--- config.mk ---
export PLATFORM = sky130hd
export DESIGN_NAME = fcp_top
export DESIGN_NICKNAME = d
export VERILOG_FILES = /design/src/fcp_pkg.sv /design/src/fcp_decode_if.sv /design/src/fcp_decode.sv /design/src/fcp_top.sv
export SDC_FILE = /design/constraint.sdc
export NUM_CORES = 1
export LEC_CHECK = 0
export BUFFER_PORTS_ARGS = -buffer_cell sky130_fd_sc_hd__buf_2
export CAP_MARGIN = 20
export CORE_ASPECT_RATIO = 1.75
export CORE_MARGIN = 10
export CORE_UTILIZATION = 40
export CTS_CLUSTER_SIZE = 28
export DETAILED_ROUTE_END_ITERATION = 8
export PLACE_DENSITY = 0.77
export SYNTH_ARGS = -nofsm -noshare
export SYNTH_HDL_FRONTEND = slang
export SYNTH_HIERARCHICAL = 1
export SYNTH_SLANG_ARGS = --single-unit
--- constraint.sdc ---
create_clock -name core_clk -period 4.4 [get_ports core_clk]
set_clock_uncertainty 0.2 [all_clocks]
set_input_delay 0.66 -clock core_clk [delete_from_list [all_inputs] [get_ports core_clk]]
set_output_delay 0.66 -clock core_clk [all_outputs]
set_load 0.02 [all_outputs]
--- src/fcp_pkg.sv ---
// Constants, types and mapping figures for the flash configuration and protection block.
// Assumes one 10 MHz clock and a single-cycle flash array model behind the ports.
//
// Contract
// - Two 256-byte data pages, CPU only.
// - Two 512-byte data pages, CPU and SPI.
// - Data page erase uses pages 32-35.
// - Load configuration page at every reset.
// - Copy unprotected page count at 0x20.
// - Readback lock blocks external main access.
// - Lock set once, cleared by erase all.
// - Debug byte not 0xFF enables debug.
// - Config page enable redirects SPI writes.
// - Protected pages read-only for CPU.
// - Pages at or above count are protected.
// - Boot select chooses start address.
// - Boot select is parity of top bytes.
// - Clear write enable after SPI operations; code clears it after accepted program, erase and lock only.
// - CPU command erases page below 36.
`default_nettype none

package fcp_pkg;
   // =====================================================================
   // Configuration page offsets
   localparam logic [8:0]  CFG_UPP_OFS      = 9'h020;
   localparam logic [8:0]  CFG_LOCK_OFS     = 9'h023;
   localparam logic [8:0]  CFG_DEBUG_OFS    = 9'h024;
   localparam logic [7:0]  CFG_ERASED       = 8'hff;
   // =====================================================================
   // Page figures
   localparam logic [7:0]  CODE_PAGES       = 8'h20;
   localparam logic [7:0]  PAGE_EXT0        = 8'h20;
   localparam logic [7:0]  PAGE_EXT1        = 8'h21;
   localparam logic [7:0]  PAGE_NRM0        = 8'h22;
   localparam logic [7:0]  PAGE_NRM1        = 8'h23;
   localparam logic [7:0]  PAGE_LIMIT       = 8'h24;
   localparam logic [7:0]  PAGE_NONE        = 8'hff;
   // =====================================================================
   // Address map
   localparam logic [15:0] CPU_EXT0_BASE    = 16'hfa00;
   localparam logic [15:0] CPU_EXT1_BASE    = 16'hfb00;
   localparam logic [15:0] CPU_NRM0_BASE    = 16'hfc00;
   localparam logic [15:0] CPU_NRM1_BASE    = 16'hfe00;
   localparam logic [15:0] SPI_NRM0_BASE    = 16'h4400;
   localparam logic [15:0] SPI_NRM1_BASE    = 16'h4600;
   localparam logic [15:0] SPI_NRM_END      = 16'h4800;
   localparam logic [15:0] CPU_CODE_END     = 16'h4000;
   localparam logic [15:0] CPU_DATA_END     = 16'hffff;
   localparam logic [15:0] BOOT_ADDR_ZERO   = 16'h0000;
   localparam int          PAGE_SHIFT       = 9;
   localparam logic [7:0]  TOP_BYTES        = 8'h10;
   localparam logic [15:0] TOP_FIRST_ADDR   = 16'hfff0;
   localparam logic [7:0]  RD_BLOCKED       = 8'h00;
   // =====================================================================
   // Boot loader states
   typedef enum logic [2:0] {
      FCP_LD_UPP, FCP_LD_LOCK, FCP_LD_DEBUG, FCP_LD_PARITY, FCP_LD_WAIT, FCP_RUN
   } fcp_boot_t;
   // SPI request kinds
   typedef enum logic [2:0] {
      FCP_SPI_READ, FCP_SPI_PROG, FCP_SPI_ERASE_PAGE, FCP_SPI_ERASE_ALL, FCP_SPI_LOCK,
      FCP_SPI_NOP
   } fcp_spi_op_t;
endpackage : fcp_pkg

`default_nettype wire

--- src/fcp_decode_if.sv ---
// Interface between the top module and its address decoder.
// Assumes both ends run on core_clk.
`default_nettype none

interface fcp_decode_if;
   import fcp_pkg::*;
   logic [15:0] cpu_addr;
   logic [15:0] spi_addr;
   logic [7:0]  upp;
   logic [7:0]  cpu_page;
   logic        cpu_is_code;
   logic        cpu_is_data;
   logic        cpu_protected;
   logic [7:0]  spi_page;
   logic        spi_is_data;
   logic        spi_in_range;
   modport top (output cpu_addr, spi_addr, upp,
                input cpu_page, cpu_is_code, cpu_is_data, cpu_protected,
                spi_page, spi_is_data, spi_in_range);
   modport dec (input cpu_addr, spi_addr, upp,
                output cpu_page, cpu_is_code, cpu_is_data, cpu_protected,
                spi_page, spi_is_data, spi_in_range);
endinterface : fcp_decode_if

`default_nettype wire

--- src/fcp_decode.sv ---
// Address to page decoder for CPU and SPI sides.
// Assumes combinational use inside the top module.
`default_nettype none

module fcp_decode
   import fcp_pkg::*;
(
   fcp_decode_if.dec d
);
   always_comb begin
      d.cpu_is_code = (d.cpu_addr < CPU_CODE_END);
      d.cpu_is_data = (d.cpu_addr >= CPU_EXT0_BASE);
      if (d.cpu_addr >= CPU_NRM1_BASE)
         d.cpu_page = PAGE_NRM1;
      else if (d.cpu_addr >= CPU_NRM0_BASE)
         d.cpu_page = PAGE_NRM0;
      else if (d.cpu_addr >= CPU_EXT1_BASE)
         d.cpu_page = PAGE_EXT1;
      else if (d.cpu_addr >= CPU_EXT0_BASE)
         d.cpu_page = PAGE_EXT0;
      else if (d.cpu_is_code)
         d.cpu_page = {3'h0, d.cpu_addr[13:9]};
      else
         d.cpu_page = PAGE_NONE;
      d.cpu_protected = d.cpu_is_code && (d.upp < CODE_PAGES) && (d.cpu_page >= d.upp);
   end

   always_comb begin
      d.spi_is_data  = (d.spi_addr >= SPI_NRM0_BASE) && (d.spi_addr < SPI_NRM_END);
      d.spi_in_range = (d.spi_addr < CPU_CODE_END) || d.spi_is_data;
      if (d.spi_addr >= SPI_NRM1_BASE && d.spi_is_data)
         d.spi_page = PAGE_NRM1;
      else if (d.spi_is_data)
         d.spi_page = PAGE_NRM0;
      else if (d.spi_addr < CPU_CODE_END)
         d.spi_page = {3'h0, d.spi_addr[13:9]};
      else
         d.spi_page = PAGE_NONE;
   end
endmodule : fcp_decode

`default_nettype wire

--- src/fcp_top.sv ---
// Flash configuration loader, protection and access gating.
// Assumes a flash array with one-cycle reads; requests are single-cycle pulses.
`default_nettype none

module fcp_top
   import fcp_pkg::*;
(
   // Clock and reset
   input  wire logic        core_clk,
   input  wire logic        rst,
   // Configuration page read port
   output logic [8:0]        cfg_rd_addr,
   input  wire logic [7:0]  cfg_rd_data,
   // Data memory top bytes read port
   output logic [15:0]       top_rd_addr,
   input  wire logic [7:0]  top_rd_data,
   // CPU requests
   input  wire logic        cpu_wr,
   input  wire logic        cpu_cmd_wr,
   input  wire logic [15:0] cpu_addr,
   input  wire logic [7:0]  cpu_cmd_data,
   // SPI requests
   input  wire logic        spi_req,
   input  wire fcp_spi_op_t spi_op,
   input  wire logic [15:0] spi_addr,
   input  wire logic        spi_wen_set,
   input  wire logic        config_page_enable,
   input  wire logic [7:0]  spi_flash_rd_data,
   // Flash operation outputs
   output logic              flash_wr,
   output logic              flash_erase_page,
   output logic              flash_erase_all,
   output logic              flash_to_cfg,
   output logic [7:0]        flash_page,
   output logic [15:0]       flash_addr,
   output logic              lock_write,
   // SPI answer
   output logic              spi_ack,
   output logic              spi_refused,
   output logic [7:0]        spi_rd_data,
   // Status
   output logic              ready_n,
   output logic              boot_select,
   output logic [15:0]       boot_addr,
   output logic [7:0]        protection_config_register,
   output logic              readback_lock,
   output logic              debug_enable,
   output logic              write_enable
);
   // =====================================================================
   // Decoder
   fcp_decode_if dif ();
   assign dif.cpu_addr = cpu_addr;
   assign dif.spi_addr = spi_addr;
   assign dif.upp      = protection_config_register;
   fcp_decode u_dec (.d(dif.dec));

   // =====================================================================
   // Boot sequence state
   fcp_boot_t   st_reg, st_next;
   logic [7:0]  upp_reg, upp_next;
   logic        lock_reg, lock_next;
   logic        dbg_reg, dbg_next;
   logic        par_reg, par_next;
   logic [7:0]  cnt_reg, cnt_next;
   logic        rdy_n_reg, rdy_n_next;
   logic [8:0]  cfga_reg, cfga_next;
   logic [15:0] topa_reg, topa_next;
   logic        lock_cmd_ok;
   logic        erase_all_ok;

   always_comb begin
      st_next    = st_reg;
      upp_next   = upp_reg;
      lock_next  = lock_reg;
      dbg_next   = dbg_reg;
      par_next   = par_reg;
      cnt_next   = cnt_reg;
      rdy_n_next = rdy_n_reg;
      cfga_next  = cfga_reg;
      topa_next  = topa_reg;
      case (st_reg)
         FCP_LD_UPP: begin
            upp_next  = cfg_rd_data;
            cfga_next = CFG_LOCK_OFS;
            st_next   = FCP_LD_LOCK;
         end
         FCP_LD_LOCK: begin
            lock_next = (cfg_rd_data != CFG_ERASED);
            cfga_next = CFG_DEBUG_OFS;
            st_next   = FCP_LD_DEBUG;
         end
         FCP_LD_DEBUG: begin
            dbg_next  = (cfg_rd_data != CFG_ERASED);
            topa_next = TOP_FIRST_ADDR;
            cnt_next  = 8'h00;
            st_next   = FCP_LD_PARITY;
         end
         FCP_LD_PARITY: begin
            par_next  = par_reg ^ (^top_rd_data);
            topa_next = topa_reg + 16'h0001;
            cnt_next  = cnt_reg + 8'h01;
            if (cnt_reg == TOP_BYTES - 8'h01)
               st_next = FCP_LD_WAIT;
         end
         FCP_LD_WAIT: begin
            rdy_n_next = 1'b0;
            st_next    = FCP_RUN;
         end
         FCP_RUN: begin
            // Lock set once, erase all clears
            if (erase_all_ok)
               lock_next = 1'b0;
            else if (lock_cmd_ok)
               lock_next = 1'b1;
         end
         default: st_next = FCP_LD_UPP;
      endcase
      if (!rdy_n_reg && erase_all_ok)
         dbg_next = 1'b0;
   end

   always_ff @(posedge core_clk) begin
      if (rst) begin
         st_reg    <= FCP_LD_UPP;
         upp_reg   <= CFG_ERASED;
         lock_reg  <= 1'b1;
         dbg_reg   <= 1'b0;
         par_reg   <= 1'b0;
         cnt_reg   <= 8'h00;
         rdy_n_reg <= 1'b1;
         cfga_reg  <= CFG_UPP_OFS;
         topa_reg  <= TOP_FIRST_ADDR;
      end else begin
         st_reg    <= st_next;
         upp_reg   <= upp_next;
         lock_reg  <= lock_next;
         dbg_reg   <= dbg_next;
         par_reg   <= par_next;
         cnt_reg   <= cnt_next;
         rdy_n_reg <= rdy_n_next;
         cfga_reg  <= cfga_next;
         topa_reg  <= topa_next;
      end
   end

   // =====================================================================
   // Access gating
   logic        spi_go;
   logic        spi_blocked;
   logic        wen_reg, wen_next;
   logic        fwr_reg, fwr_next, fep_reg, fep_next, fea_reg, fea_next;
   logic        fcfg_reg, fcfg_next, lkw_reg, lkw_next;
   logic [7:0]  fpg_reg, fpg_next;
   logic [15:0] fad_reg, fad_next;
   logic        ack_reg, ack_next, ref_reg, ref_next;
   logic [7:0]  rdd_reg, rdd_next;

   assign spi_go       = spi_req && (st_reg == FCP_RUN);
   assign erase_all_ok = spi_go && (spi_op == FCP_SPI_ERASE_ALL) && wen_reg;
   assign lock_cmd_ok  = spi_go && (spi_op == FCP_SPI_LOCK) && wen_reg && !lock_reg;

   always_comb begin
      case (spi_op)
         FCP_SPI_READ:       spi_blocked = lock_reg && !config_page_enable;
         FCP_SPI_PROG,
         FCP_SPI_ERASE_PAGE: spi_blocked = lock_reg || !wen_reg ||
                                           (!config_page_enable && !dif.spi_in_range);
         FCP_SPI_ERASE_ALL:  spi_blocked = !wen_reg;
         FCP_SPI_LOCK:       spi_blocked = !wen_reg || lock_reg;
         default:            spi_blocked = 1'b1;
      endcase
   end

   always_comb begin
      fwr_next  = 1'b0;
      fep_next  = 1'b0;
      fea_next  = 1'b0;
      fcfg_next = 1'b0;
      lkw_next  = 1'b0;
      fpg_next  = fpg_reg;
      fad_next  = fad_reg;
      ack_next  = 1'b0;
      ref_next  = 1'b0;
      rdd_next  = rdd_reg;
      wen_next  = wen_reg;
      if (spi_wen_set)
         wen_next = 1'b1;
      if (spi_go) begin
         ack_next = !spi_blocked;
         ref_next = spi_blocked;
         fad_next = spi_addr;
         rdd_next = spi_blocked ? RD_BLOCKED : spi_flash_rd_data;
         if (!spi_blocked) begin
            case (spi_op)
               FCP_SPI_PROG: begin
                  fwr_next  = 1'b1;
                  fcfg_next = config_page_enable;
               end
               FCP_SPI_ERASE_PAGE: begin
                  fep_next  = 1'b1;
                  fcfg_next = config_page_enable;
                  fpg_next  = dif.spi_page;
               end
               FCP_SPI_ERASE_ALL: begin
                  fea_next  = 1'b1;
                  fcfg_next = 1'b1;
               end
               FCP_SPI_LOCK: lkw_next = 1'b1;
               default: ;
            endcase
         end
         // Clear latch after SPI write, erase or lock
         if (!spi_blocked && spi_op != FCP_SPI_READ)
            wen_next = 1'b0;
      end else if (st_reg == FCP_RUN && cpu_cmd_wr) begin
         fpg_next = cpu_cmd_data;
         fep_next = (cpu_cmd_data < PAGE_LIMIT) &&
                    !((upp_reg < CODE_PAGES) && (cpu_cmd_data >= upp_reg) &&
                      (cpu_cmd_data < CODE_PAGES));
      end else if (st_reg == FCP_RUN && cpu_wr) begin
         fad_next = cpu_addr;
         fpg_next = dif.cpu_page;
         fwr_next = (dif.cpu_is_code || dif.cpu_is_data) && !dif.cpu_protected;
      end
   end

   always_ff @(posedge core_clk) begin
      if (rst) begin
         wen_reg  <= 1'b0;
         fwr_reg  <= 1'b0;
         fep_reg  <= 1'b0;
         fea_reg  <= 1'b0;
         fcfg_reg <= 1'b0;
         lkw_reg  <= 1'b0;
         fpg_reg  <= 8'h00;
         fad_reg  <= 16'h0000;
         ack_reg  <= 1'b0;
         ref_reg  <= 1'b0;
         rdd_reg  <= 8'h00;
      end else begin
         wen_reg  <= wen_next;
         fwr_reg  <= fwr_next;
         fep_reg  <= fep_next;
         fea_reg  <= fea_next;
         fcfg_reg <= fcfg_next;
         lkw_reg  <= lkw_next;
         fpg_reg  <= fpg_next;
         fad_reg  <= fad_next;
         ack_reg  <= ack_next;
         ref_reg  <= ref_next;
         rdd_reg  <= rdd_next;
      end
   end

   logic [15:0] boot_reg;
   always_ff @(posedge core_clk) begin
      if (rst)
         boot_reg <= BOOT_ADDR_ZERO;
      else
         boot_reg <= (par_reg && upp_reg < CODE_PAGES) ?
                     {upp_reg[6:0], 9'h000} : BOOT_ADDR_ZERO;
   end

   assign cfg_rd_addr                = cfga_reg;
   assign top_rd_addr                = topa_reg;
   assign flash_wr                   = fwr_reg;
   assign flash_erase_page           = fep_reg;
   assign flash_erase_all            = fea_reg;
   assign flash_to_cfg               = fcfg_reg;
   assign flash_page                 = fpg_reg;
   assign flash_addr                 = fad_reg;
   assign lock_write                 = lkw_reg;
   assign spi_ack                    = ack_reg;
   assign spi_refused                = ref_reg;
   assign spi_rd_data                = rdd_reg;
   assign ready_n                    = rdy_n_reg;
   assign boot_select                = par_reg;
   assign boot_addr                  = boot_reg;
   assign protection_config_register = upp_reg;
   assign readback_lock              = lock_reg;
   assign debug_enable               = dbg_reg;
   assign write_enable               = wen_reg;

   // =====================================================================
   // Checks
   boot_len_a: assert property (@(posedge core_clk) disable iff (rst)
      $rose(st_reg == FCP_LD_PARITY) |-> ##16 (st_reg == FCP_LD_WAIT))
      else $error("boot parity length wrong");
   wen_clr_a: assert property (@(posedge core_clk) disable iff (rst)
      (spi_go && !spi_blocked && spi_op != FCP_SPI_READ) |=> !wen_reg)
      else $error("write enable not cleared");
   lock_blk_a: assert property (@(posedge core_clk) disable iff (rst)
      (spi_go && lock_reg && spi_op == FCP_SPI_PROG) |=> (spi_refused && !flash_wr))
      else $error("locked program not refused");
   lock_rd_a: assert property (@(posedge core_clk) disable iff (rst)
      spi_refused |-> (spi_rd_data == RD_BLOCKED))
      else $error("refused read leaks data");
   prot_wr_a: assert property (@(posedge core_clk) disable iff (rst)
      (st_reg == FCP_RUN && cpu_wr && !spi_req && dif.cpu_protected) |=> !flash_wr)
      else $error("protected page written");
   cmd_rng_a: assert property (@(posedge core_clk) disable iff (rst)
      (st_reg == FCP_RUN && cpu_cmd_wr && !spi_req && cpu_cmd_data >= PAGE_LIMIT)
      |=> !flash_erase_page)
      else $error("out of range page erased");
   unlock_a: assert property (@(posedge core_clk) disable iff (rst)
      erase_all_ok |=> !readback_lock)
      else $error("erase all left lock");
   cfg_dir_a: assert property (@(posedge core_clk) disable iff (rst)
      (spi_go && !spi_blocked && spi_op == FCP_SPI_PROG) |=> (flash_to_cfg ==
      $past(config_page_enable)))
      else $error("config redirect wrong");
   boot_a: assert property (@(posedge core_clk) disable iff (rst)
      (!boot_select && st_reg == FCP_RUN) |=> (boot_addr == BOOT_ADDR_ZERO))
      else $error("boot address not zero");
   ready_c: cover property (@(posedge core_clk) disable iff (rst) $fell(ready_n));
   lock_c: cover property (@(posedge core_clk) disable iff (rst) $rose(readback_lock));
   eall_c: cover property (@(posedge core_clk) disable iff (rst) flash_erase_all);
   prot_c: cover property (@(posedge core_clk) disable iff (rst)
      cpu_wr && dif.cpu_protected);
endmodule : fcp_top

`default_nettype wire

Yosys cells after proc, flatten, opt, wreduce, memory -nomap -nowiden

Cells that the tools add are included.

Flip-flop bits (word level): 104
Output and inout bits: 93
Logic and storage cells: 150
Latch bits: 0
Memories: 0
Bits in read-only memories: 0
RAM bits: 0
Bits of input ports: 74

Bitwise operators: 4
Reduce and logical (&&, ||, !) cells: 51
Shift operators: 0
$mul: 0
Magnitude comparators: 14
Muxes and demuxes: 41
Divide/modulo/power cells: 0
Eq/ne operators: 16
$add $sub $neg: 2

Operator list:

| kind                  | number |
|---|---|
| $mux 8                | 14 |
| $ge 16x16->1 const B  | 4 |
| $lt 16x15->1 const B  | 3 |
| $mux 16               | 3 |
| $ge 16x15->1 const B  | 2 |
| $pmux 16 s2           | 1 |
| $lt 8x6->1 const B    | 3 |
| $logic_and 1x1->1     | 21 |
| $pmux 3 s6            | 1 |
| $pmux 9 s2            | 1 |
| $add 16x1->16 const B | 1 |
| $ge 8x8->1            | 2 |
| $mux 1                | 16 |
| $pmux 8 s2            | 1 |
| $eq 3x2->1 const B    | 4 |
| $eq 3x3->1 const B    | 3 |
| $add 8x1->8 const B   | 1 |
| $eq 8x4->1 const B    | 1 |
| $logic_not 1->1       | 8 |
| $ne 8x8->1 const B    | 1 |
| $reduce_bool 2->1     | 4 |
| $reduce_or 2->1       | 4 |
| $reduce_xor 8->1      | 1 |
| $eq 3x1->1 const B    | 2 |
| other kinds (14)      | 26 |

Depth between registers and ports, before layout

Gate-level depths: netlist of run 1.

Depth in word-level cells: 13
Gate-level depth with buffers: 12
Mapped depth without buffers: 11

Modules after synthesis

Netlist of run 1, hierarchy kept.

Modules (own cells, without submodules):

| module     | seq. area each (um^2) | cells each | area an instance (um^2) | instances |
|---|---|---|---|---|
| fcp_top    | 1761.7                | 515        | 4411.7                  | 1 |
| fcp_decode | 0.0                   | 58         | 386.6                   | 1 |

Worst setup path after synthesis of run 1

OpenSTA, ideal clock, no wires.

Path type: in2reg
Start point: in cpu_addr[14]
End point: reg fwr_reg, in the netlist flash_wr
Stages: 12
Required time: 4.130 ns
Buffers on the path: 1
Arrival: 2.969 ns
Library setup time: 0.070 ns
Slack: 1.160 ns
Cell sequence: or2_2 clkbuf_1 inv_1 a21oi_1 o32ai_1 ha_1 nand2b_1 a2111oi_0 a2111oi_0 o21a_1 or4_1 o2bb2ai_1

Word-level cells in the longest chain between the ends: 13
Elaborated cells on any way between the ends: 19
Classes of those cells: order compare (6); mux (8); reduce/logical (5)

Ends and longest elaborated chain:

| what                  | RTL line            | RTL |
|---|---|---|
| start, declared       | fcp_top.sv:20       | `input wire logic [15:0] cpu_addr,` |
| $lt 16x15->1          | fcp_decode.sv:11    | `d.cpu_is_code = (d.cpu_addr < CPU_CODE_END);` |
| $mux 8                | fcp_decode.sv:21    | `else if (d.cpu_is_code)` |
| $mux 8                | fcp_decode.sv:19    | `else if (d.cpu_addr >= CPU_EXT0_BASE)` |
| $mux 8                | fcp_decode.sv:17    | `else if (d.cpu_addr >= CPU_EXT1_BASE)` |
| $mux 8                | fcp_decode.sv:15    | `else if (d.cpu_addr >= CPU_NRM0_BASE)` |
| $mux 8 (*)            | fcp_decode.sv:13    | `if (d.cpu_addr >= CPU_NRM1_BASE)` |
| net dif.cpu_page[5]   | fcp_decode_if.sv:10 | `logic [7:0] cpu_page;` |
| $ge 8x8->1 (*)        | fcp_decode.sv:25    | `d.cpu_protected = d.cpu_is_code && (d.upp < CODE_PAGES) && (d.cpu_page >= d.upp);` |
| $logic_and 1x1->1 (*) | fcp_decode.sv:25    |  |
| net dif.cpu_protected | fcp_decode_if.sv:13 | `logic cpu_protected;` |
| $logic_not 1->1 (*)   | fcp_top.sv:224      | `fwr_next = (dif.cpu_is_code \|\| dif.cpu_is_data) && !dif.cpu_protected;` |
| $logic_and 1x1->1 (*) | fcp_top.sv:224      |  |
| $mux 1 (*)            | fcp_top.sv:221      | `end else if (st_reg == FCP_RUN && cpu_wr) begin` |
| $mux 1 (*)            | fcp_top.sv:216      | `end else if (st_reg == FCP_RUN && cpu_cmd_wr) begin` |
| $mux 1 (*)            | fcp_top.sv:189      | `if (spi_go) begin` |
| end signal, assigned  | fcp_top.sv:243      | `fwr_reg <= fwr_next;` |
| end, declared         | fcp_top.sv:152      | `logic fwr_reg, fwr_next, fep_reg, fep_next, fea_reg, fea_next;` |

Mark *: on every way through the listed nets, which the timed path passes. The rest lies on a longest branch.
A chain may end at the register's enable or synchronous reset.

Worst setup path after layout of run 1

Ends and elaborated chain as after synthesis.

==> results, run 1 <==
- The total negative slack is 0 ns.
- The endpoint of the worst hold-timing path is cfg_rd_addr[2]$_SDFFE_PP0P_.
- Counting both buffers and inverters, the worst setup path holds a total of 2.
- The clock latency reported for the late side of the worst-skew pair is 0.34 ns.
- Counting cells, the worst reg-to-reg path comes to 6.
- Clock tree synthesis inserted a total of 9 buffers.
- At the end of the flow, the number of nets in the layout was 796.
- The arrival time of the worst setup path is 3.21 ns.
- The reported leakage power is 2.707 nW.
- The launching point of the worst reg2reg path is st_reg[1]$_SDFFE_PP0P_.
- For flop-to-flop paths, the worst setup slack is 1.70 ns.
- The clock edge transition at the registers on the reported setup and hold paths is approximately 0.06 ns.
- Input and output buffers added on the ports amount to 151.
- The number of setup buffers added after CTS is 0.
- The final hold violation count was 0.
- The per-instance average area after synthesis is 8.376 um2.
- The largest vdd supply drop is approximately 0.16 mV.
- The number of antenna violations at the first check in global routing is 2.
- For this configuration, the core starts out at a cell density of approximately two fifths.
- The smallest setup slack after layout is 1.273 ns.
- The total grt overflow is 0.
- The root cell of the clock tree is sky130_fd_sc_hd__clkbuf_16.
- From synthesis to final layout, the design area changed by 21.18%.
- The total clock sinks is 88.
- Using the TritonRoute via totals, the vias-per-cell ratio works out to 5.362.
- The final antenna-violating net count is 0.
- The number of fill cells is 1134.
- The endpoint of the worst register-to-register path is flash_addr[9]$_SDFFE_PP0P_.
- The full die area is 0.01693 mm2.
- The horizontal die dimension is 102.7 um.
- The placer congestion estimate is 0.8519.
- The cell count after synthesis is 572.
- The clock tree from TritonCTS is done.
- At the pin with the least slew margin, the transition time is 0.9016 ns.
- The tool flagged a number of max-cap violations equal to 0.
- Counting along the longest clock path gives a buffer depth of 2.
- The minimum clock period after layout is roughly 3.1 ns.
- Prior to clock tree synthesis, the placed netlist has a worst setup slack of about 0.93 ns.
- The maximum single-stage delay on the critical path is 0.50 ns.
- Across all layers, the routed design uses roughly 4500 vias.
- For this block, the initial DRC count from the detailed router was 185.
- The start point of the worst hold path is cfg_rd_addr[2]$_SDFFE_PP0P_.
- The run finished with clean final reports.
- The critical path goes through buf_2, or2_2, inv_1, a21oi_1, o32ai_1, ha_1, nand2b_1, a2111oi_0, a2111oi_0, o21a_1, or4_1, o2bb2ai_1.
- The share of layout cells above drive strength 1 is ~28%.
- The type of element capturing the critical path is a flip-flop.
- The critical path's top delay family is compound AO/OA/AOI/OAI gates.
- The number of warning messages in the yosys log is 6.
- The largest fanout of any net on the critical path is 8.
- The worst setup path is launched from an input pin.
- The largest individual stage delay along the critical path comes from the cell sky130_fd_sc_hd__or4_1.
- The worst setup path is of the in -> reg kind.
- The maximum achievable frequency is about 320 MHz.
- After legalization and detailed placement, the total HPWL measured roughly 11000 um.
- The total track usage is 16.59%.
- After clock tree synthesis, the repair step resized 0 gates.
- Pin placement for this block handled roughly 170 I/O pins.
- The power density of the placed cells is 326.7 mW/mm2.
- Across all hold checks on the routed design, the worst slack comes to around 0.28 ns.
- The first-pass GRT wire length is about 22000 um.
- In this run the number of H-tree levels came out at 3.
- The DRC violation count after routing is 0.
- The number of hold buffers added after CTS is 0.
- The total wirelength of the detailed-routed design is 14490 um.
- Counting stages on the worst path, the most repeated cell is sky130_fd_sc_hd__a2111oi_0.
- The routed length per instance is 17.14 um.
- The share of the clock period used by the worst path after layout is between 70% and 80%.
- STA puts the critical path data required time at roughly 4.5 ns.
- The synthesized area is between 0.004 and 0.005 mm2.
- The final max-slew violation count is 0.
- The pre-antenna-repair detailed-routing pass consisted of 4 iterations.
- The number of global-route vias before repair is between 4000 and 5000.
- Row generation in the floorplan step produced 52 rows.
- Setup repair after global routing left no endpoint under its margin.
- The worst hold path class is reg -> reg.
- The floorplan step set the die height to 164.8 um.
- Entering global routing, the biggest net connects 39 pins.
- The count of cells along the worst hold path is 2.
- The core outline area is 0.01165 mm2.
- The normalized max-slew margin is ~40%.
- The final count of negative-setup-slack endpoints is 0.
layout make-up:
cell class	count	area, um2	area share (%)
sequential	88	1762	30.34
multi-input combinational	428	2675	46.08
inverter	20	75.07	1.293
timing repair buffer	157	808.3	13.92
antenna	1	2.502	0.04310
clock buffer	11	252.7	4.353
tap	135	168.9	2.909
clock inverter	5	61.31	1.056
power breakdown:
| group | internal, mW | switching, mW | total, mW | leakage (nW) |
|---|---|---|---|---|
| clock | 0.475 | 0.329 | 0.805 | 0.157 |
| sequential | 0.813 | 0.0203 | 0.833 | 0.714 |
| combinational | 0.102 | 0.157 | 0.259 | 1.84 |
| total | 1.39 | 0.507 | 1.90 | 2.71 |
routing by layer:
metal,up-vias,GRT usage (%),part of all wire [%]
met5,-,0,0.090
met4,2,10.48,4.4
met3,42,4.937,8.2
met2,153,29.97,52
met1,2073,15.77,35
li1,2261,-,-
worst min-delay path: cells and delay by family (launching register included):
| family | cells | cell delay (ns) |
|---|---|---|
| flip-flops | 1 | 0.31 |
| AO/OA/AOI/OAI | 2 | 0.12 |
stage by stage:
stage / cell area, um2 / util (%) / std cells / power, mW
after floorplan: 4847 / - / 587 / 1.031
after global placement: 5474 / 47.00 / 827 / 1.104
after detailed placement: 5489 / 47.13 / 828 / 1.110
after CTS: 5803 / 49.83 / 844 / 1.917
after global routing: 5806 / 49.85 / 845 / 1.977
final: 5806 / 49.85 / 845 / 1.897
worst max path at each step:
stage	from	to	depth (start not counted)
final	cpu_addr[14]	flash_wr$_SDFF_PP0_	12
after global routing	cpu_addr[14]	flash_wr$_SDFF_PP0_	12
after CTS	cpu_addr[14]	flash_wr$_SDFF_PP0_	12
after detailed placement	cpu_addr[14]	flash_wr$_SDFF_PP0_	12
after global placement	cpu_addr[14]	flash_wr$_SDFF_PP0_	12
after floorplan	cpu_addr[14]	flash_wr$_SDFF_PP0_	12
layout by cell type, fill, tap and decap left out, types with 10 or more instances in the layout:
cell type	count
sky130_fd_sc_hd__nand2_1	66
sky130_fd_sc_hd__o21ai_0	18
sky130_fd_sc_hd__nor2_1	59
sky130_fd_sc_hd__inv_1	19
sky130_fd_sc_hd__conb_1	17
sky130_fd_sc_hd__xnor2_1	10
sky130_fd_sc_hd__dfxtp_1	88
sky130_fd_sc_hd__nand3_1	16
sky130_fd_sc_hd__or3_1	10
sky130_fd_sc_hd__a21o_1	20
sky130_fd_sc_hd__xor2_1	10
sky130_fd_sc_hd__nand2b_1	11
sky130_fd_sc_hd__a21oi_1	24
sky130_fd_sc_hd__nand3b_1	10
sky130_fd_sc_hd__ha_1	18
sky130_fd_sc_hd__buf_2	151
sky130_fd_sc_hd__a311oi_1	16
No activity file was read; power rests on OpenSTA's default activity.
==> run 2: changes to the inputs <==
Settings changed: PLACE_DENSITY 0.77 to 0.8.
Clock period 4.4 ns to 2.65 ns, I/O delays scaled along.
==> run 2 against run 1 <==
Clock power up 54%. Critical path type unchanged. Global-route usage is 0.12 points higher. Core utilization is 2.1 points higher. Sequential share of layout area is 1.2 points lower. Sequential power is 66% higher. Final area is 4.3% higher. Routed wire length rose by 2.4%.
==> results, run 2 (synthesis results as in run 1) <==
- The initial core utilization is between 40% and 50%.
- 0 antenna diodes ended up in the layout.
- The maximum single-stage delay on the critical path is 0.46 ns.
- The number of port buffers is 151.
- The total wirelength of the detailed-routed design is 14840 um.
- Measured against its own limit, the worst slew margin works out to a little over half.
- CTS built an H-tree with a depth of 3.
- From left edge to right edge, the die measures just over 100 um.
- TritonCTS built the clock tree.
- After clock tree synthesis, the clock-pin slew on the worst setup and hold paths is 0.07 ns.
- The total number of placement rows is 52.
- The net count reported at finish is 823.
- The critical path contains buffers and inverters numbering 2 combined.
- The met1 track utilization from global routing is 15.77%.
- The share of power burned in combinational logic is 15.6%.
- The first global-routing pass estimated 22310 um of wire.
- The final hold violation count is 0.
- The slowest cell on the critical path is sky130_fd_sc_hd__or4_1.
- The routed design could run at a clock period as short as around 2.6 ns.
- The number of buffers on the longest clock path is 2.
- The via count is 4698.
- Hold timing on the final database bottoms out at a slack of 0.06165 ns.
- The vertical extent of the die is 164.8 um.
- Traced cell by cell, the critical path runs through buf_2, nand3_1, nor2_2, buf_4, a21oi_4, o32ai_2, ha_1, nand2b_4, a2111oi_4, a2111oi_1, o21a_1, or4_1, o2bb2ai_1.
- Counting every sink on the clock net gives 88.
- The average vias per placed instance is 5.394.
- In this run the most used layer during global routing was met2.
- The detailed placement HPWL is 11820 um.
- The region available for standard cell placement spans 0.01165 mm2.
- The maximum number of pins on one net before global-route repair is 45.
- In this run switching power makes up 28.87% of total power.
- The routed length per instance is 17.04 um.
- The smallest setup slack after layout is 0.09242 ns.
- In this run the number of cells on the critical path is 13.
- The number of global-route vias before repair is ~4600.
- The share of layout cells above drive strength 1 is 31.66%.
- The root cell of the clock tree is sky130_fd_sc_hd__clkbuf_16.
- The flow ran to the end, and the final reports show no timing, DRC or antenna violations.
- Once detail routing completed, the nets flagged for antenna violations numbered 0.
- For this run, the detailed router's first-pass iteration total came to 6.
- The number of hold buffers added after CTS is 0.
- The worst setup path is launched from an input pin.
- Of all nets on the critical path, the largest fanout is 3.
- Grouping stages by cell kind, the critical path spends the most delay in compound AO/OA/AOI/OAI gates.
- After clock tree synthesis, the setup repair step added 0 buffers.
- The critical path is of the in -> reg type.
- The final max-slew violation count came to 0.
- The type of element capturing the critical path is a flip-flop.
- The arrival time of the worst setup path is 2.63 ns.
- The reported leakage power is 2.832 nW.
- The tool flagged a number of max-cap violations equal to 0.
- At the pin with the least slew margin, the transition time is 0.6906 ns.
- Data on the critical path is required at its endpoint by between 2 and 3 ns.
- Of the total power, registers draw 44.5%.
- The analysis attributes to net switching a power of 895.4 uW.
- The total track usage is 16.71%.
- about 170 I/O pins were placed.
- At the later pin of the worst-skew pair, clock insertion delay measures about 0.34 ns.
- The most common library cell in the layout ignoring fill and taps is sky130_fd_sc_hd__buf_2.
- The worst hold path belongs to the class in -> reg.
- Counting the buffers created by CTS gives 9.
- Setup violations remaining at the end of the flow were counted as 0.
- The layout overhead on the synthesized area is 26.35%.
- Measured in cells, the most critical reg-to-reg path has a length of 7.
- Power spread over the standard cell area amounts to 512.4 mW/mm2.
- The clock network burns between 30% and 40% of the power.
- The pre-CTS worst setup slack is -0.3970 ns.
- The number of antenna violations at the first check in global routing is 0.
- The full die area is 0.01693 mm2.
- The placer congestion estimate is 0.9048.
- Setup total negative slack on the finished layout was measured at 0 ns.
- Global routing consumed, on the met2 layer, between 30% and 40% of the routing resources.
- The met3 global-route usage is 3.556%.
- The share of the clock period used by the worst path after layout is 96.51%.
- The number of DRC violations after detailed-routing iteration 0 is 143.
- VDD sags by at most 0.2940 mV.
- Cells fill 51.98% of the core in the end.
- The internal power contribution is 2.207 mW.
- After detailed routing, the number of remaining DRC violations is 0.
- The library cells used most frequently in the layout, excluding fill and tap cells, are 151 x sky130_fd_sc_hd__buf_2, 88 x sky130_fd_sc_hd__dfxtp_1, 66 x sky130_fd_sc_hd__nand2_1.
- The maximum achievable frequency is just under 400 MHz.
- The count of cells along the worst hold path is 2.
- The total grt overflow is 0.
[run 2: per-layer routing]
layer / up-vias / share of wire [%]
met3: 47 / 6.3
met4: 0 / 5.3
li1: 2320 / -
met5: - / 0
met2: 167 / 54
met1: 2164 / 35
[run 2: per-stage QoR]
step                power, mW  area (um2)  cells
floorplan               1.715        4866    587
global placement        1.861        5698    854
detailed placement      1.872        5698    854
CTS                     3.100        5991    870
global route            3.228        6053    871
finish                  3.102        6053    871
[run 2: timing repair]
action                                  CTS  global route
pin swaps                                 0             2
gates resized for setup                   2             7
cloned                                    0             0
endpoints found under the setup margin    1             1
endpoints found under the hold margin     0             0
[run 2: worst paths after layout]
kind / start / to / slack, ns
worst max-delay path: cpu_addr[14] / flash_wr$_SDFF_PP0_ / 0.09
worst min-delay path: spi_flash_rd_data[4] / spi_rd_data[4]$_SDFFE_PP0P_ / 0.06
worst max register to register: protection_config_register[0]$_SDFFE_PP1N_ / flash_wr$_SDFF_PP0_ / 0.38
worst min register to register: spi_rd_data[5]$_SDFFE_PP0P_ / spi_rd_data[5]$_SDFFE_PP0P_ / 0.27
[run 2: layout make-up]
cell class	count	area [um2]
repair buffers	184	1020
multi-input cells	428	2739
well taps	135	168.9
fillers	1092	5593
clock buffers	9	225.2
inverters	20	77.57
clock inverters	7	61.31
flip-flops and latches	88	1762
[run 2: power by group through the flow]
stage / clock, mW / sequential, mW / combinational [mW]
floorplan: 0 / 1.43 / 0.285
global placement: 0 / 1.41 / 0.452
detailed placement: 0 / 1.41 / 0.461
CTS: 1.25 / 1.38 / 0.468
global route: 1.31 / 1.38 / 0.534
finish: 1.24 / 1.38 / 0.484
==> run 3: changes to the inputs <==
Settings changed: REMOVE_ABC_BUFFERS set to 1.
==> run 3 against run 2 <==
Final cell count fell by 0.11%. Power up 6.1%. Critical path depth shrank 1. Via count about the same. Die area unchanged. First-iteration DRC count is 46% higher. Largest cell class unchanged. Largest power group is now clock.
==> results, run 3 (synthesis results as in run 1) <==
- Once layout is done, the placed cells without fillers occupy 0.006108 mm2.
- In this run the power density over the cells is 538.7 mW/mm2.
- For this run, the slowest stage of the critical path takes 0.39 ns.
- Detailed placement ended at an HPWL of roughly 11000 um.
- The share of power burned in registers is 41.9%.
- The required time reported for the critical path endpoint is 2.72 ns.
- The via count is 4694.
- The initial utilization of the core area, before any placement, comes to 41.14%.
- The transition time of the tightest slew-check pin is roughly 0.75 ns.
- The level count of the clock H-tree is 3.
- The horizontal die dimension is 102.7 um.
- The core region is 0.01165 mm2.
- The total clock sinks is 88.
- The net count reported at finish is 821.
- The number of hold buffers added after CTS was 0.
- Of the available clock period, the critical path in the final layout requires a little over nine tenths.
- The tightest min-delay check is of the in -> reg type.
- The multi-input combinational cell area is 0.002746 mm2.
- The total grt overflow is 0.
- The net switching fraction of the power is 27.07%.
- The floorplan step set the die height to 164.8 um.
- The final hold violation count came to 0.
- The number of port buffers is 151.
- The placer congestion estimate is roughly 0.9.
- The clock latency reported for the late side of the worst-skew pair is 0.34 ns.
- The final layout contains routed wiring with a total length of between 10000 and 15000 um.
- Max-cap violations in this run came to 0.
- The floorplan has 52 rows.
- Across every metal layer, demand over resource in global routing totals between 15 and 20%.
- The run finished with clean final reports.
- The largest fanout of any net on the critical path is 3.
- The normalized max-slew margin is 49.77%.
- The final count of negative-setup-slack endpoints is 0.
- The count of cells along the worst hold path is 2.
- The number of buffers on the longest clock path is 2.
- The pre-CTS worst setup slack is -0.5273 ns.
- The nature of the critical path startpoint is an input pin.
- TritonCTS built the clock tree.
- The DRC violation count after routing is 0.
- The worst setup path is of the in -> reg kind.
- The most common library cell in the layout ignoring fill and taps is sky130_fd_sc_hd__buf_2.
- The average vias per placed instance is 5.395.
- For the worst setup path, the data arrival time is 2.65 ns.
- The count of boundary I/O pins is 167.
- The share of total power dissipated in the clock network is 43.0%.
- The first-pass GRT wire length is 22380 um.
- In this run the register-to-register setup slack is 0.33 ns.
- The type of element capturing the critical path is a flip-flop.
- Setup repair after global routing could not meet its margin everywhere.
- The number of fill cells is between 1000 and 1500.
- In this run, the number of DRC markers left after iteration 0 of detailed routing was approximately 210.
- The die covers 0.01693 mm2.
- The smallest setup slack after layout is about 0.076 ns.
- The final max-slew violation count came to 0.
- Traced cell by cell, the critical path runs through buf_8, nand3_4, nor2_4, nand2_2, o32ai_2, ha_1, nand2b_4, a2111oi_4, a2111oi_2, o21a_1, or4_1, o2bb2ai_1.
- Leaving out fill and tap cells, the most frequent cells in the layout are 148 x sky130_fd_sc_hd__buf_2, 88 x sky130_fd_sc_hd__dfxtp_1, 64 x sky130_fd_sc_hd__nand2_1.
- Cells with a size suffix above 1 make up 31.74% of the layout.
- The switching power is 890.6 uW.
- The detail route stage leaves a number of antenna-violating nets equal to 0.
- The slowest cell on the critical path is sky130_fd_sc_hd__a2111oi_4.
- The number of antenna violations at the first check in global routing is 1.
- VDD sags by at most 0.3352 mV.
- The tree is rooted in a sky130_fd_sc_hd__clkbuf_16.
- Registers take 0.001762 mm2.
- The minimum clock period after layout is 2.574 ns.
- The number of global-route vias before repair is ~4700.
- The number of buffers created by CTS is 9.
- The cell area reported after detailed placement is 0.005677 mm2.
- The post-CTS setup buffer count is 0.
- Measured in cells, the most critical reg-to-reg path has a length of 7.
- The total iterations of the first detailed-routing run is 4.
- The share of power burned in combinational logic is roughly 15%.
- The layout overhead on the synthesized area is 27.50%.
- The routed length per instance is about 17 um.
- Entering global routing, the biggest net connects 29 pins.
- The internal power contribution is 2.400 mW.
- Summed over all cells, the static leakage comes to 2.852 nW.
- Static timing analysis puts the maximum clock frequency at 388.5 MHz.
- Clock-pin slew was measured on the worst setup and hold paths at 0.07 ns.
-- run 3: timing repair --
| action | CTS | global route |
|---|---|---|
| setup endpoints to repair | 1 | 1 |
| pin swaps | 4 | 10 |
| gates resized for setup | 4 | 18 |
| cloned | 0 | 0 |
-- run 3: power groups by stage --
| stage | sequential (mW) | clock [mW] | combinational, mW |
|---|---|---|---|
| floorplan | 1.44 | 0 | 0.218 |
| global placement | 1.41 | 0 | 0.450 |
| detailed placement | 1.41 | 0 | 0.457 |
| CTS | 1.38 | 1.45 | 0.468 |
| global route | 1.38 | 1.50 | 0.548 |
| finish | 1.38 | 1.42 | 0.495 |
-- run 3: area by class of cell --
| class | count | share of cell area (%) |
|---|---|---|
| inverter | 20 | 1.229 |
| timing repair buffer | 182 | 16.80 |
| tap | 135 | 2.765 |
| sequential | 88 | 28.84 |
| clock inverter | 6 | 1.618 |
| multi-input combinational | 428 | 44.96 |
| clock buffer | 10 | 3.748 |
| antenna | 1 | 0.04097 |
-- run 3: metrics by stage --
step	std cells	hold WS [ns]	util (%)	setup TNS (ns)	power, mW
floorplan	536	0.2518	-	-0.2289	1.657
global placement	852	0.2524	48.61	-0.4204	1.858
detailed placement	853	0.2499	48.74	-0.5273	1.866
CTS	869	0.05429	51.64	0	3.294
global route	869	0.05334	52.43	-0.01458	3.435
finish	870	0.06982	52.45	0	3.291
-- run 3: per-layer routing --
layer	routed length, um	track usage [%]	vias to the layer above
met4	522	9.466	0
met3	1167	4.310	31
met5	0	0	-
met1	5312	16.85	2173
met2	7523	29.89	170
li1	-	-	2320
-- run 3: path summary, 6_finish.rpt --
kind | start | to
max reg2reg | protection_config_register[0]$_SDFFE_PP1N_ | flash_wr$_SDFF_PP0_
min | spi_flash_rd_data[1] | spi_rd_data[1]$_SDFFE_PP0P_
min reg2reg | spi_rd_data[3]$_SDFFE_PP0P_ | spi_rd_data[3]$_SDFFE_PP0P_
max | cpu_addr[11] | flash_wr$_SDFF_PP0_
-- run 3: worst max-delay path: cells and delay by family --
kind | cells | cell delay, ns
adder cells (fa/ha/maj) | 1 | 0.26
AND/OR/NAND/NOR | 5 | 0.87
AO/OA/AOI/OAI | 5 | 1.03
buffers and inverters | 1 | 0.08
